File: config.mk
export PLATFORM = sky130hd
export DESIGN_NAME = fdm_dma_ctrl
export DESIGN_NICKNAME = d
export VERILOG_FILES = /design/src/fdm_pkg.sv /design/src/fdm_fifo_if.sv /design/src/fdm_dma_ctrl.sv /design/src/fdm_fifo.sv
export VERILOG_INCLUDE_DIRS = /design/src
export SDC_FILE = /design/constraint.sdc
export NUM_CORES = 1
export LEC_CHECK = 0
export BUFFER_PORTS_ARGS = -buffer_cell sky130_fd_sc_hd__buf_4
export CORE_UTILIZATION = 55
export CTS_BUF_LIST = sky130_fd_sc_hd__clkbuf_8
export CTS_CLUSTER_DIAMETER = 30
export DETAILED_ROUTE_END_ITERATION = 16
export PLACE_DENSITY = 0.77
export SLEW_MARGIN = 20
export SYNTH_ARGS = -nofsm -noshare
export SYNTH_HDL_FRONTEND = slang
export SYNTH_SLANG_ARGS = --single-unit
File: constraint.sdc
create_clock -name aclk -period 2.96 [get_ports aclk]
set_input_delay 0.74 -clock aclk [delete_from_list [all_inputs] [get_ports aclk]]
set_output_delay 0.74 -clock aclk [all_outputs]
set_load 0.05 [all_outputs]
File: src/fdm_cfg.svh
// Constants for the flash disk DMA request control block
`ifndef FDM_CFG_SVH
`define FDM_CFG_SVH

// ----------------------------------------------------------------------
// Register map (indices; byte address is four times the index)
// ----------------------------------------------------------------------
`define FDM_SETUP_IDX   16'h1078
`define FDM_DROP_IDX    16'h107A
`define FDM_STATUS_IDX  16'h1080
`define FDM_ADDR_W      20

// ----------------------------------------------------------------------
// Field layout
// ----------------------------------------------------------------------
`define FDM_CNT_W       7
`define FDM_RSV_SETUP_W 5
`define FDM_POL_BIT     12
`define FDM_MODE_BIT    13
`define FDM_PAUSE_BIT   14
`define FDM_EN_BIT      15
`define FDM_DROP_W      10
`define FDM_SRC_W       6
`define FDM_DATA_W      16
`define FDM_FIFO_DEPTH  16

// ----------------------------------------------------------------------
// Interrupt source codes and bus answers
// ----------------------------------------------------------------------
`define FDM_SRC_ECC     6'h03
`define FDM_SRC_DONE    6'h05
`define FDM_RESP_OKAY   2'h0
`define FDM_RESP_SLVERR 2'h2

// ----------------------------------------------------------------------
// Timing
// ----------------------------------------------------------------------
`define FDM_PULSE_NS    250
`define FDM_CLK_NS      10
`define FDM_PULSE_CYC   ((`FDM_PULSE_NS + `FDM_CLK_NS - 1) / `FDM_CLK_NS)
`define FDM_PCNT_W      8

`endif

File: src/fdm_pkg.sv
// Types of the flash disk DMA request control block
`include "fdm_cfg.svh"

package fdm_pkg;

   typedef enum logic [1:0] {
      FDM_IDLE   = 2'b00,
      FDM_ASSERT = 2'b01,
      FDM_WAIT   = 2'b10,
      FDM_PAUSED = 2'b11
   } fdm_state_e;

   typedef struct packed {
      logic                   awready;
      logic                   wready;
      logic                   bvalid;
      logic [1:0]             bresp;
      logic                   arready;
      logic                   rvalid;
      logic [1:0]             rresp;
      logic [31:0]            rdata;
      logic                   aw_have;
      logic                   w_have;
      logic [`FDM_ADDR_W-1:0] aw_addr;
      logic [31:0]            w_data;
      logic [3:0]             w_strb;
   } fdm_axi_s;

   typedef struct packed {
      fdm_state_e             state;
      logic [`FDM_CNT_W-1:0]  cnt;
      logic                   pol;
      logic                   pulse_mode;
      logic                   pause;
      logic                   en;
      logic [`FDM_DROP_W-1:0] drop;
      logic [`FDM_SRC_W-1:0]  src;
      logic [`FDM_PCNT_W-1:0] pulse_cnt;
      logic                   req_line;
      logic                   host_valid;
      logic [`FDM_DATA_W-1:0] host_data;
   } fdm_core_s;

   typedef struct packed {
      fdm_axi_s  axi;
      fdm_core_s core;
   } fdm_top_s;

endpackage

File: src/fdm_fifo_if.sv
// Stream carrier between the DMA control core and its sector FIFO
`timescale 1ns/1ps
`default_nettype none

interface fdm_fifo_if #(parameter int W = 16);
   logic [W-1:0] in_data;
   logic         in_valid;
   logic         in_ready;
   logic [W-1:0] out_data;
   logic         out_valid;
   logic         out_ready;

   modport fifo (input in_data, input in_valid, output in_ready,
                 output out_data, output out_valid, input out_ready);
   modport user (output in_data, output in_valid, input in_ready,
                 input out_data, input out_valid, output out_ready);
endinterface

`default_nettype wire

File: src/fdm_dma_ctrl.sv
// DMA request control: registers, request line, sector count, pause
//
// Implementation choice: the AXI4-Lite interface to the registers.
`timescale 1ns/1ps
`default_nettype none
`include "fdm_cfg.svh"

module fdm_dma_ctrl (
   input  wire logic                   aclk,
   input  wire logic                   aresetn,
   input  wire logic [`FDM_ADDR_W-1:0] awaddr,
   input  wire logic [2:0]             awprot,
   input  wire logic                   awvalid,
   output logic                        awready,
   input  wire logic [31:0]            wdata,
   input  wire logic [3:0]             wstrb,
   input  wire logic                   wvalid,
   output logic                        wready,
   output logic [1:0]                  bresp,
   output logic                        bvalid,
   input  wire logic                   bready,
   input  wire logic [`FDM_ADDR_W-1:0] araddr,
   input  wire logic [2:0]             arprot,
   input  wire logic                   arvalid,
   output logic                        arready,
   output logic [31:0]                 rdata,
   output logic [1:0]                  rresp,
   output logic                        rvalid,
   input  wire logic                   rready,
   input  wire logic                   sector_ecc_done,
   input  wire logic                   ecc_error,
   input  wire logic                   bus_cycle_start,
   input  wire logic [`FDM_DROP_W-1:0] flash_byte_tally,
   input  wire logic [`FDM_DATA_W-1:0] buf_data,
   input  wire logic                   buf_valid,
   output logic                        buf_ready,
   output logic [`FDM_DATA_W-1:0]      host_data,
   output logic                        host_valid,
   input  wire logic                   host_ready,
   output logic                        transfer_request_line
);

   // ----------------------------------------------------------------------
   // State and helpers
   // ----------------------------------------------------------------------
   localparam int PULSE_CYC = `FDM_PULSE_CYC;

   fdm_pkg::fdm_top_s s;
   fdm_pkg::fdm_top_s next_s;
   fdm_fifo_if #(.W(`FDM_DATA_W)) fq ();

   logic        wr_fire;
   logic        wr_setup;
   logic        active;
   logic        flow_ok;
   logic        req_on;
   logic [31:0] rd_word;
   logic        rd_hit;

   fdm_fifo #(
      .W     (`FDM_DATA_W),
      .DEPTH (`FDM_FIFO_DEPTH)
   ) u_fifo (
      .aclk    (aclk),
      .aresetn (aresetn),
      .f       (fq.fifo)
   );

   assign fq.in_data  = buf_data;
   assign fq.in_valid = buf_valid;
   assign buf_ready   = fq.in_ready;

   // Data leaves the FIFO only while enabled and not paused; a word already in the host stage stays offered
   assign flow_ok      = s.core.en && !s.core.pause;
   assign fq.out_ready = flow_ok && (!s.core.host_valid || host_ready);
   assign active       = (s.core.state == fdm_pkg::FDM_ASSERT) || (s.core.state == fdm_pkg::FDM_WAIT);

   // ----------------------------------------------------------------------
   // Read decode
   // ----------------------------------------------------------------------
   always_comb begin
      rd_word = '0;
      rd_hit  = 1'b1;
      if (araddr[`FDM_ADDR_W-1:2] == {2'h0, `FDM_SETUP_IDX}) begin
         rd_word = {16'h0, s.core.en, s.core.pause, s.core.pulse_mode, s.core.pol,
                    {`FDM_RSV_SETUP_W{1'b0}}, s.core.cnt};
      end else if (araddr[`FDM_ADDR_W-1:2] == {2'h0, `FDM_DROP_IDX}) begin
         rd_word = {22'h0, s.core.drop};
      end else if (araddr[`FDM_ADDR_W-1:2] == {2'h0, `FDM_STATUS_IDX}) begin
         rd_word = {22'h0, s.core.state, 2'h0, s.core.src};
      end else begin
         rd_hit = 1'b0;
      end
   end

   // ----------------------------------------------------------------------
   // Next state
   // ----------------------------------------------------------------------
   always_comb begin
      next_s   = s;
      wr_fire  = 1'b0;
      wr_setup = 1'b0;
      req_on   = 1'b0;

      // Write channel: address and data taken in either order
      if (awvalid && s.axi.awready) begin
         next_s.axi.aw_have = 1'b1;
         next_s.axi.aw_addr = awaddr;
         next_s.axi.awready = 1'b0;
      end
      if (wvalid && s.axi.wready) begin
         next_s.axi.w_have = 1'b1;
         next_s.axi.w_data = wdata;
         next_s.axi.w_strb = wstrb;
         next_s.axi.wready = 1'b0;
      end
      if (s.axi.aw_have && s.axi.w_have && !s.axi.bvalid) begin
         wr_fire            = 1'b1;
         next_s.axi.aw_have = 1'b0;
         next_s.axi.w_have  = 1'b0;
         next_s.axi.bvalid  = 1'b1;
         next_s.axi.bresp   = `FDM_RESP_SLVERR;
      end
      if (s.axi.bvalid && bready) begin
         next_s.axi.bvalid  = 1'b0;
         next_s.axi.awready = 1'b1;
         next_s.axi.wready  = 1'b1;
      end

      // Register writes; reserved bits are simply not stored
      if (wr_fire) begin
         if (s.axi.aw_addr[`FDM_ADDR_W-1:2] == {2'h0, `FDM_SETUP_IDX}) begin
            wr_setup          = 1'b1;
            next_s.axi.bresp  = `FDM_RESP_OKAY;
            if (s.axi.w_strb[0]) begin
               next_s.core.cnt = s.axi.w_data[`FDM_CNT_W-1:0];
            end
            if (s.axi.w_strb[1]) begin
               next_s.core.pol        = s.axi.w_data[`FDM_POL_BIT];
               next_s.core.pulse_mode = s.axi.w_data[`FDM_MODE_BIT];
               // Software may only clear pause; writing one keeps it
               next_s.core.pause      = s.core.pause && s.axi.w_data[`FDM_PAUSE_BIT];
               next_s.core.en         = s.axi.w_data[`FDM_EN_BIT];
            end
         end else if (s.axi.aw_addr[`FDM_ADDR_W-1:2] == {2'h0, `FDM_DROP_IDX}) begin
            next_s.axi.bresp = `FDM_RESP_OKAY;
            if (s.axi.w_strb[0]) begin
               next_s.core.drop[7:0] = s.axi.w_data[7:0];
            end
            if (s.axi.w_strb[1]) begin
               next_s.core.drop[`FDM_DROP_W-1:8] = s.axi.w_data[`FDM_DROP_W-1:8];
            end
         end else if (s.axi.aw_addr[`FDM_ADDR_W-1:2] == {2'h0, `FDM_STATUS_IDX}) begin
            next_s.axi.bresp = `FDM_RESP_OKAY;
         end
      end

      // Read channel
      if (arvalid && s.axi.arready) begin
         next_s.axi.arready = 1'b0;
         next_s.axi.rvalid  = 1'b1;
         next_s.axi.rdata   = rd_word;
         next_s.axi.rresp   = rd_hit ? `FDM_RESP_OKAY : `FDM_RESP_SLVERR;
      end
      if (s.axi.rvalid && rready) begin
         next_s.axi.rvalid  = 1'b0;
         next_s.axi.arready = 1'b1;
      end

      // Transfer sequencing
      if (!next_s.core.en) begin
         next_s.core.state = fdm_pkg::FDM_IDLE;
      end else begin
         unique case (s.core.state)
            fdm_pkg::FDM_IDLE: begin
               if (!next_s.core.pause) begin
                  next_s.core.state     = fdm_pkg::FDM_ASSERT;
                  next_s.core.pulse_cnt = '0;
               end
            end
            fdm_pkg::FDM_ASSERT: begin
               if (s.core.pulse_mode) begin
                  next_s.core.pulse_cnt = s.core.pulse_cnt + 1'b1;
                  if (s.core.pulse_cnt == `FDM_PCNT_W'(PULSE_CYC - 1)) begin
                     next_s.core.state = fdm_pkg::FDM_WAIT;
                  end
               end else if (bus_cycle_start && (flash_byte_tally == s.core.drop)) begin
                  next_s.core.state = fdm_pkg::FDM_WAIT;
               end
            end
            fdm_pkg::FDM_WAIT: begin
               next_s.core.state = fdm_pkg::FDM_WAIT;
            end
            fdm_pkg::FDM_PAUSED: begin
               // Clearing pause re-raises the request for the same sector
               if (!next_s.core.pause) begin
                  next_s.core.state     = fdm_pkg::FDM_ASSERT;
                  next_s.core.pulse_cnt = '0;
               end
            end
         endcase

         if (active && ecc_error) begin
            // Error wins over a same-cycle sector end; count is left alone
            next_s.core.pause = 1'b1;
            next_s.core.src   = `FDM_SRC_ECC;
            next_s.core.state = fdm_pkg::FDM_PAUSED;
         end else if (active && sector_ecc_done) begin
            if (s.core.cnt == '0) begin
               next_s.core.en    = 1'b0;
               next_s.core.src   = `FDM_SRC_DONE;
               next_s.core.state = fdm_pkg::FDM_IDLE;
            end else begin
               next_s.core.cnt       = s.core.cnt - 1'b1;
               next_s.core.state     = fdm_pkg::FDM_ASSERT;
               next_s.core.pulse_cnt = '0;
            end
         end
      end

      // Request line level from polarity
      req_on               = (next_s.core.state == fdm_pkg::FDM_ASSERT) && next_s.core.en && !next_s.core.pause;
      next_s.core.req_line = next_s.core.pol ? req_on : !req_on;

      // Output stage toward the host
      if (fq.out_ready) begin
         next_s.core.host_valid = fq.out_valid;
         next_s.core.host_data  = fq.out_data;
      end
   end

   // ----------------------------------------------------------------------
   // Registers
   // ----------------------------------------------------------------------
   always_ff @(posedge aclk) begin
      if (!aresetn) begin
         s                 <= '0;
         s.axi.awready     <= 1'b1;
         s.axi.wready      <= 1'b1;
         s.axi.arready     <= 1'b1;
         s.core.req_line   <= 1'b1;
      end else begin
         s <= next_s;
      end
   end

   assign awready               = s.axi.awready;
   assign wready                = s.axi.wready;
   assign bvalid                = s.axi.bvalid;
   assign bresp                 = s.axi.bresp;
   assign arready               = s.axi.arready;
   assign rvalid                = s.axi.rvalid;
   assign rresp                 = s.axi.rresp;
   assign rdata                 = s.axi.rdata;
   assign host_valid            = s.core.host_valid;
   assign host_data             = s.core.host_data;
   assign transfer_request_line = s.core.req_line;
endmodule

`default_nettype wire

File: src/fdm_fifo.sv
// Sector data FIFO with valid/ready on both sides
`timescale 1ns/1ps
`default_nettype none

module fdm_fifo #(
   parameter int W     = 16,
   parameter int DEPTH = 16
) (
   input wire logic aclk,
   input wire logic aresetn,
   fdm_fifo_if.fifo f
);
   // Pointers wrap naturally, so DEPTH must be a power of two
   localparam int AW = $clog2(DEPTH);

   typedef struct packed {
      logic [DEPTH-1:0][W-1:0] mem;
      logic [AW-1:0]           wp;
      logic [AW-1:0]           rp;
      logic [AW:0]             cnt;
      logic                    in_rdy;
   } fdm_fifo_s;

   fdm_fifo_s s;
   fdm_fifo_s next_s;
   logic      push;
   logic      pop;

   always_comb begin
      next_s = s;
      push   = f.in_valid && s.in_rdy;
      pop    = f.out_ready && (s.cnt != '0);
      if (push) begin
         next_s.mem[s.wp] = f.in_data;
         next_s.wp        = s.wp + 1'b1;
      end
      if (pop) begin
         next_s.rp = s.rp + 1'b1;
      end
      next_s.cnt    = s.cnt + (AW+1)'(push) - (AW+1)'(pop);
      // Registered ready keeps the filling side free of a long path
      next_s.in_rdy = (next_s.cnt != (AW+1)'(DEPTH));
   end

   always_ff @(posedge aclk) begin
      if (!aresetn) begin
         s        <= '0;
         s.in_rdy <= 1'b1;
      end else begin
         s <= next_s;
      end
   end

   assign f.in_ready  = s.in_rdy;
   assign f.out_valid = (s.cnt != '0);
   assign f.out_data  = s.mem[s.rp];
endmodule

`default_nettype wire

* Yosys cells after proc, flatten, opt, wreduce, memory -nomap -nowiden
Cells that the tools add are included.
Storage, ports and cells: output and inout port bits 60, logic and storage cells 160, bits in registers 406, input port bits 120
Operators by class: reduce and logical (&&, ||, !) cells 38, bitwise operators 2, mux-type cells 52, order comparisons 3, add/sub/neg operators 6, equal/unequal tests 13
Operators with widths (number):
- $bwmux W256 | 1
- $eq A18 B13 Y1 const B | 6
- $bmux W16 S4 | 1
- $demux W16 S4 | 1
- $mux W16 | 3
- $mux W10 | 4
- $mux W8 | 5
- $mux W2 | 14
- $mux W7 | 4
- $mux W21 | 1
- $logic_and A1 B1 Y1 | 18
- $pmux W8 S2 | 1
- $mux W14 | 1
- $mux W6 | 2
- $mux W11 | 1
- $eq A10 B10 Y1 | 1
- $lt A4 B5 Y1 const B | 2
- $mux W1 | 10
- $mux W9 | 1
- $add A4 B1 Y4 const B | 2
- $add A8 B1 Y8 const B | 1
- $eq A8 B5 Y1 const B | 1
- $reduce_and A4 Y1 | 2
- $reduce_or A2 Y1 | 4
- other kinds (17) | 27

* Depth between registers and ports, before layout
Gate-level depths: netlist of run 1.
depth after elaboration 14, gate-level depth with buffers 16

* Modules after synthesis
Synthesis of run 1 repeated with hierarchy kept, for this count alone.
Second synthesis, totals: cells, all modules 2103, area total of the unflattened synthesis 17857.1 um2
By module, submodules not included:
- fdm_fifo | seq. area each 5405.2 um2, area an instance 12500.7 um2, cells each 1452, instances 1
- fdm_dma_ctrl | seq. area each 2202.1 um2, area an instance 5356.4 um2, cells each 651, instances 1

* Least setup slack after synthesis of run 1
OpenSTA, ideal clock, no wires.
kind input to register, start point in host_ready, end point reg u_fifo.s, in the netlist u_fifo.f.in_ready, data required time 2.822 ns, arrival time 2.948 ns, stages on the path 16, path buffers 2, slack -0.126 ns, library setup time 0.138 ns, cell sequence nor2b_1 nor3b_1 buf_2 o41a_1 clkbuf_1 ha_1 inv_1 ha_1 inv_1 fa_1 inv_1 a21oi_1 nor2_1 nor2_1 xnor2_1 nand4_1
On the way: word-level cells in the longest chain between the ends 5
RTL lines:
- from (decl) | RTL line fdm_dma_ctrl.sv:39 | input wire logic host_ready,
- $logic_or A1 B1 Y1 | RTL line fdm_dma_ctrl.sv:75 | assign fq.out_ready = flow_ok && (!s.core.host_valid || host_ready);
- $logic_and A1 B1 Y1 | RTL line fdm_dma_ctrl.sv:75
- $logic_and A1 B1 Y1 | RTL line fdm_fifo.sv:32 | pop = f.out_ready && (s.cnt != '0);
- net u_fifo.pop | RTL line fdm_fifo.sv:27 | logic pop;
- $sub A5 B1 Y5 | RTL line fdm_fifo.sv:40 | next_s.cnt = s.cnt + (AW+1)'(push) - (AW+1)'(pop);
- $ne A5 B5 Y1 | RTL line fdm_fifo.sv:42 | next_s.in_rdy = (next_s.cnt != (AW+1)'(DEPTH));
- to (signal assigned) | RTL line fdm_fifo.sv:50 | s <= next_s;
- to (decl) | RTL line fdm_fifo.sv:24 | fdm_fifo_s s;
The timed path passes the listed nets, and every way through them passes these cells. A chain may end at the register's enable or synchronous reset.

* Worst setup path in the final report of run 1
start point reg u_fifo.s[3] in the netlist's numbering, end point reg u_fifo.s, in the netlist u_fifo.f.in_ready
On the way: word-level cells in the longest chain between the ends 4, elaborated cells on any way between the ends 5
RTL lines (RTL line):
- branches (longest 2 deep; another with $add A5 B1 Y5)
- $sub A5 B1 Y5 * | fdm_fifo.sv:40
- $ne A5 B5 Y1 * | fdm_fifo.sv:42
Every way passes the cells marked *.

==> qor.txt, run 1 <==
Status - completed
Fin nets - 2,209
Rows - 63
Clock Path Buffers - 3
Sink Count - 380
Crit path buffers/inverters - 5
Max incr delay on CP - 0.42 ns
GP Congestion - 0.916
DRC - 0
Setup Fix Bufs, Post-CTS - 0
Most used DFF post-synth - dfxtp_1
Boundary Pins - 180
Core Box Area - 30,000 um2
Largest net degree at the start of global routing - 100
CP Data Required Time - 3.41 ns
Peak supply drop - 0.000312 V
Initial core utilization - 56.4%
Tmin final - 2.57 ns
Hold path depth - 2
Achievable clock frequency - 389 MHz
R2R Path Start - u_fifo.s[3]
Post-cts sizing count - 0
Max Slew Vio Count - 0
Worst slew margin - 47.5%
Vias in the first global route - 14,000
Critical path, cell by cell - inv_1 > ha_1 > inv_1 > o41a_1 > ha_1 > inv_1 > ha_1 > inv_1 > fa_1 > inv_1 > a21oi_1 > nor2_1 > nor2_1 > xnor2_1 > nand4_1
Reg clk slew, reported paths - 0.06 ns
Detail Placement HPWL - 29,300 um
Root Buffer - clkbuf_8
CP arrival - 3.02 ns
Tcrit/Tclk final - 86.8%
DR WL/cell - 17.7 um
Cell area after layout - 19,600 um2
Asr flop ratio synth - 0%
Setup ws final - 0.390 ns
Worst r2r dst - u_fifo.f.in_ready
Via density - 5.76
Hold Path Origin - wvalid
Tot GR Track Use - 28.5%
CP max-delay cell - fa_1
Layout cells sized above 1 - 19.3%
Worst Skew - 0.0306 ns
Pre-CTS worst setup slack - -0.0136 ns
Critical path class - reg -> reg
Overflow after GRT - 0
Die width - 177 um
Seq cells post-synth - 380
Crit end category - flip-flop
Final TNS setup - 0 ns
Diodes inserted - 0
FF-to-FF setup slack - 0.39 ns
CP top delay family - adder cells
CP Max Fanout - 2
Detailed-route wire length - 44,400 um
H-tree lvl count - 3
Syn_area_per_cell - 8.46 um2
Leakage - 6.97 nW
Hold Crit Class - in -> reg
Worst hold slack - 0.367 ns
Port Buf Inserts - 130
Layout Cells excl Fill - 2,517
Worst path most repeated cell - inv_1
CTS tree - done
Reg2reg path depth - 15
Synth-to-Final Area Change - 16.1%
Post-Syn Area - 16,900 um2
Gate Count Post-Synth - 1,996
Synth warn - 0
Overall die height - 177 um
Hold_buf cts - 0
Initial antenna violation count - 0
Final setup violation count - 0
Cells after DPL - 2,383
Via Count - 14,500
Number of iterations in the first detailed-routing pass - 8
Antenna viol nets, final - 0
Insertion delay of the later-clocked pin in the worst-skew pair - 0.60 ns
Post-synth EDFFs - 0
Synth cell types - 71
Final-report hold violation count - 0
Placed cell area - 17,900 um2
DR iter-0 viols - 1,456
Max_cap viols - 0
PwrDens - 635 nW/um2
Slew @ Worst Pin - 0.785 ns
RSZ-0062 raised after global routing - no
Seq/Total Area, Yosys - 45.1%
First-pass GRT wire length - 70,900 um
Die area - 31,400 um2
Worst setup SP type - flip-flop
Hold Path Sink - wready
TritonCTS Buffers - 76
-- synthesized netlist by cell type (5+ instances only) --
cell      number  area (um2)
a21oi_1      326        1630
a221oi_1       8        70.1
and2_1        16         100
and3_1         6        37.5
buf_1         15        56.3
buf_2         10        50.1
buf_4         53         398
clkbuf_1     121         454
dfxtp_1      380        7610
ha_1          17         213
inv_1         25        93.8
mux2i_1       23         230
mux4_2        80        1800
nand2_1      642        2410
nand2b_1       6        37.5
nand3_1       28         140
nand4_1       10        62.6
nor2_1        74         278
nor2b_1        9        56.3
nor3_1        20         100
nor4_1         7        43.8
o21a_1         5        37.5
o21ai_0       19        95.1
xnor2_1        6        52.6
xor2_1        15         131
-- area by class of cell --
type,instances,area (um2)
Tap cell,390,488
Timing Repair Buffer,179,1420
Inverter,26,105
Clock buffer,97,1340
Multi-Input combinational cell,1408,8300
Sequential cell,380,7610
Clock inverter,37,340
Fill cell,2381,10400
-- how the worst max path moves through the flow --
stage / startpoint / endpoint / slack [ns] / cells after the start
5_1_grt: u_fifo.s[3] / u_fifo.f.in_ready / 0.12 / 15
6_report: u_fifo.s[3] / u_fifo.f.in_ready / 0.39 / 15
3_5_place_dp: host_ready / u_fifo.f.in_ready / -0.01 / 15
3_3_place_gp: host_ready / u_fifo.f.in_ready / -0.01 / 15
4_1_cts: u_fifo.s[3] / u_fifo.f.in_ready / 0.38 / 15
2_1_floorplan: host_ready / u_fifo.f.in_ready / 0.01 / 16
-- sequential cells by signal, indices dropped and copies added, names as in the netlist --
signal / cells
u_fifo.f.in_ready: 1
bresp: 2
arready: 1
transfer_request_line: 1
rdata: 14
u_fifo.s: 269
rresp: 1
awready: 1
host_valid: 1
rvalid: 1
bvalid: 1
host_data: 16
s: 70
wready: 1
-- layout by cell type, fill, tap and decap left out, drive strengths merged, types with 3 or more instances in the layout --
master | synthesis | routed
conb | 1 | 19
or3 | 3 | 3
buf | 79 | 179
ha | 17 | 17
nand3 | 28 | 28
nor2b | 9 | 9
xnor2 | 6 | 6
o21a | 5 | 5
a221oi | 8 | 8
a22oi | 3 | 3
clkinvlp | 0 | 8
and2 | 16 | 16
mux2i | 23 | 23
clkbuf | 121 | 97
o31a | 3 | 3
mux4 | 80 | 80
o22ai | 3 | 3
nand2 | 642 | 642
mux2 | 4 | 4
a31oi | 4 | 4
nor4 | 10 | 10
a21oi | 327 | 327
nand2b | 6 | 6
dfxtp | 380 | 380
nand3b | 3 | 3
inv | 25 | 37
nor2 | 74 | 74
clkinv | 1 | 13
nor3b | 4 | 4
bufinv | 0 | 5
nand4 | 11 | 11
and3 | 6 | 6
o21ai | 21 | 21
a311oi | 3 | 3
a21o | 3 | 3
nor3 | 22 | 22
xor2 | 15 | 15
-- power breakdown --
group | switching, mW | internal, mW | leakage, nW | total (mW)
combinational | 0.847 | 0.493 | 3.02 | 1.34
sequential | 0.114 | 5.29 | 3.07 | 5.41
clock | 2.29 | 3.41 | 0.879 | 5.70
-- stage by stage --
step	util, %	power, mW
final	65.4	12.4
after CTS	65.4	12.5
after floorplan	-	6.42
after global placement	59.8	6.79
after global routing	65.4	12.9
after detailed placement	59.8	6.83
-- cells by family after synthesis --
group | count (synthesis) | share of synthesized area [%]
muxes | 107 | 12.3
AOI/OAI and AO/OA | 398 | 12.9
DFF | 380 | 45.1
buffers and inverters | 226 | 6.32
xor gates and xnor gates | 21 | 1.09
other | 1 | 0.0222
adders and majority gates | 18 | 1.38
and+or+nand+nor | 845 | 21.0
-- metal layers --
metal | track usage [%] | share of wire [%] | up-vias
li1 | - | - | 6861
met1 | 36.2 | 40 | 6858
met2 | 46.9 | 48 | 659
met3 | 5.03 | 8.4 | 110
met4 | 13.2 | 3.4 | 0
met5 | 0 | 0 | -
No activity file was read; power rests on OpenSTA's default activity.
==> inputs of run 2 (changes only) <==
CORE_UTILIZATION = 45   (was 55)
PLACE_DENSITY = 0.63   (was 0.77)
clock period = 2.7 ns   (was 2.96 ns; I/O delays follow)
==> qor.txt, run 2 (synthesis results as in run 1) <==
Status - completed
FF-to-FF setup slack - 0.23 ns
Critical path class - reg -> reg
PwrDens - 718 nW/um2
Achievable clock frequency - 404 MHz
Diodes inserted - 0
Clock Path Buffers - 3
Reg clk slew, reported paths - 0.06 ns
Root Buffer - clkbuf_8
Cell area after layout - 20,100 um2
Worst slew margin - 56.5%
Core Box Area - 36,800 um2
Fin nets - 2,233
Placed cell area - 18,200 um2
Rows - 70
Commonest non-fill, non-tap cells in the layout - nand2_1 (642), dfxtp_1 (378), a21oi_1 (326)
Reg2reg path depth - 15
Biggest register - u_fifo.s
Max incr delay on CP - 0.35 ns
Worst path most repeated cell - inv_1
Boundary Pins - 180
Sink Count - 380
Critical path, cell by cell - inv_1 > ha_1 > inv_1 > o41a_1 > ha_4 > inv_2 > ha_4 > inv_2 > fa_2 > inv_1 > a21oi_1 > nor2_1 > nor2_1 > xnor2_1 > nand4_1
Worst r2r dst - u_fifo.f.in_ready
Via density - 5.47
Tcrit/Tclk final - 91.6%
Initial antenna violation count - 1
Overflow after GRT - 0
Critical Path End - u_fifo.f.in_ready
Final-report hold violation count - 0
Number of flip-flops in the largest register - 269
R2R Path Start - u_fifo.s[3]
Max_cap viols - 0
Layout cells sized above 1 - 20.6%
Area occupied by multi-input gates - 8340 um2
Overall die height - 196 um
Antenna viol nets, final - 0
Tmin final - 2.47 ns
Vias in the first global route - 14,000
CP max-delay cell - o41a_1
Leakage - 7.16 nW
DRC - 0
Port Buf Inserts - 130
GP Congestion - 0.887
Commonest non-fill, non-tap cell in the layout - nand2_1
CP arrival - 2.95 ns
Crit end category - flip-flop
Hold_buf cts - 0
CP Data Required Time - 3.18 ns
Worst setup SP type - flip-flop
Synth-to-Final Area Change - 18.9%
Via Count - 14,400
Pre-CTS worst setup slack - -0.0785 ns
Insertion delay of the later-clocked pin in the worst-skew pair - 0.64 ns
Fillers - 3,296
DR WL/cell - 18.2 um
First-pass GRT wire length - 75,600 um
Slew @ Worst Pin - 0.645 ns
DR iter-0 viols - 1,008
Critical path launch point - u_fifo.s[3]
Worst hold slack - 0.241 ns
TritonCTS Buffers - 83
Worst Skew - 0.0248 ns
Peak supply drop - 0.000338 V
Design Power - 14.4 mW
CTS tree - done
Detailed-route wire length - 47,800 um
Die width - 196 um
Initial core utilization - 45.9%
Setup ws final - 0.228 ns
Largest net degree at the start of global routing - 84
Final Core Density - 54.6%
RSZ-0062 raised after global routing - no
Tot GR Track Use - 25.1%
Register area - 7610 um2
Max Slew Vio Count - 0
Number of iterations in the first detailed-routing pass - 5
Detail Placement HPWL - 31,200 um
Die area - 38,300 um2
Hold Crit Class - in -> reg
CP Max Fanout - 2
H-tree lvl count - 3
Final setup violation count - 0
run 2: how the worst min path moves through the flow:
stage,from,cells after the start,slack [ns],endpoint
global route,awvalid,2,0.22,awready
global placement,u_fifo.s[257],2,0.44,u_fifo.s[257]
floorplan,s[105],2,0.43,s[105]
finish,wvalid,2,0.24,wready
CTS,awvalid,2,0.21,awready
detailed placement,u_fifo.s[64],2,0.44,u_fifo.s[64]
run 2: timing repair:
item                                    in CTS  in global routing
endpoints found under the setup margin       0                  1
endpoints found under the hold margin        0                  0
setup buffers                                0                  0
resized for setup                            0                  1
run 2: per-stage QoR:
stage	instances	setup TNS, ns
finish	2628	0
global route	2628	0
CTS	2628	0
detailed placement	2478	-0.128
global placement	2478	-0.0650
floorplan	2014	-0.0827
run 2: area by class of cell:
cell class / instances / share of cell area [%]
Clock buffer: 96 / 6.58
Multi-Input combinational cell: 1408 / 41.5
Clock inverter: 54 / 2.78
Inverter: 26 / 0.523
Tap cell: 468 / 2.92
Timing Repair Buffer: 196 / 7.77
Sequential cell: 380 / 37.9
run 2: critical path, delay by kind of cell, from the launching register on:
| family | cells | cell delay (ns) |
|---|---|---|
| flip-flops | 1 | 0.32 |
| AO/OA/AOI/OAI | 2 | 0.41 |
| AND/OR/NAND/NOR | 3 | 0.29 |
| XOR/XNOR | 1 | 0.16 |
| adder cells (fa/ha/maj) | 4 | 0.87 |
| buffers and inverters | 5 | 0.28 |
run 2: report_power, final:
| group | internal, mW | switching (mW) | leakage [nW] |
|---|---|---|---|
| clock network | 4.25 | 2.73 | 0.977 |
| logic | 0.556 | 0.938 | 3.11 |
| registers | 5.81 | 0.130 | 3.07 |
run 2: routing by layer:
layer  GRT usage [%]  part of all wire [%]  wire [um]  vias to the layer above
met3            5.86                   6.8       3240                       87
met5               0                 0.027         13                        -
met4            7.49                   1.8        879                        2
met1            31.7                    43      20500                     6925
met2            42.6                    49      23200                      431
li1                -                     -          -                     6919
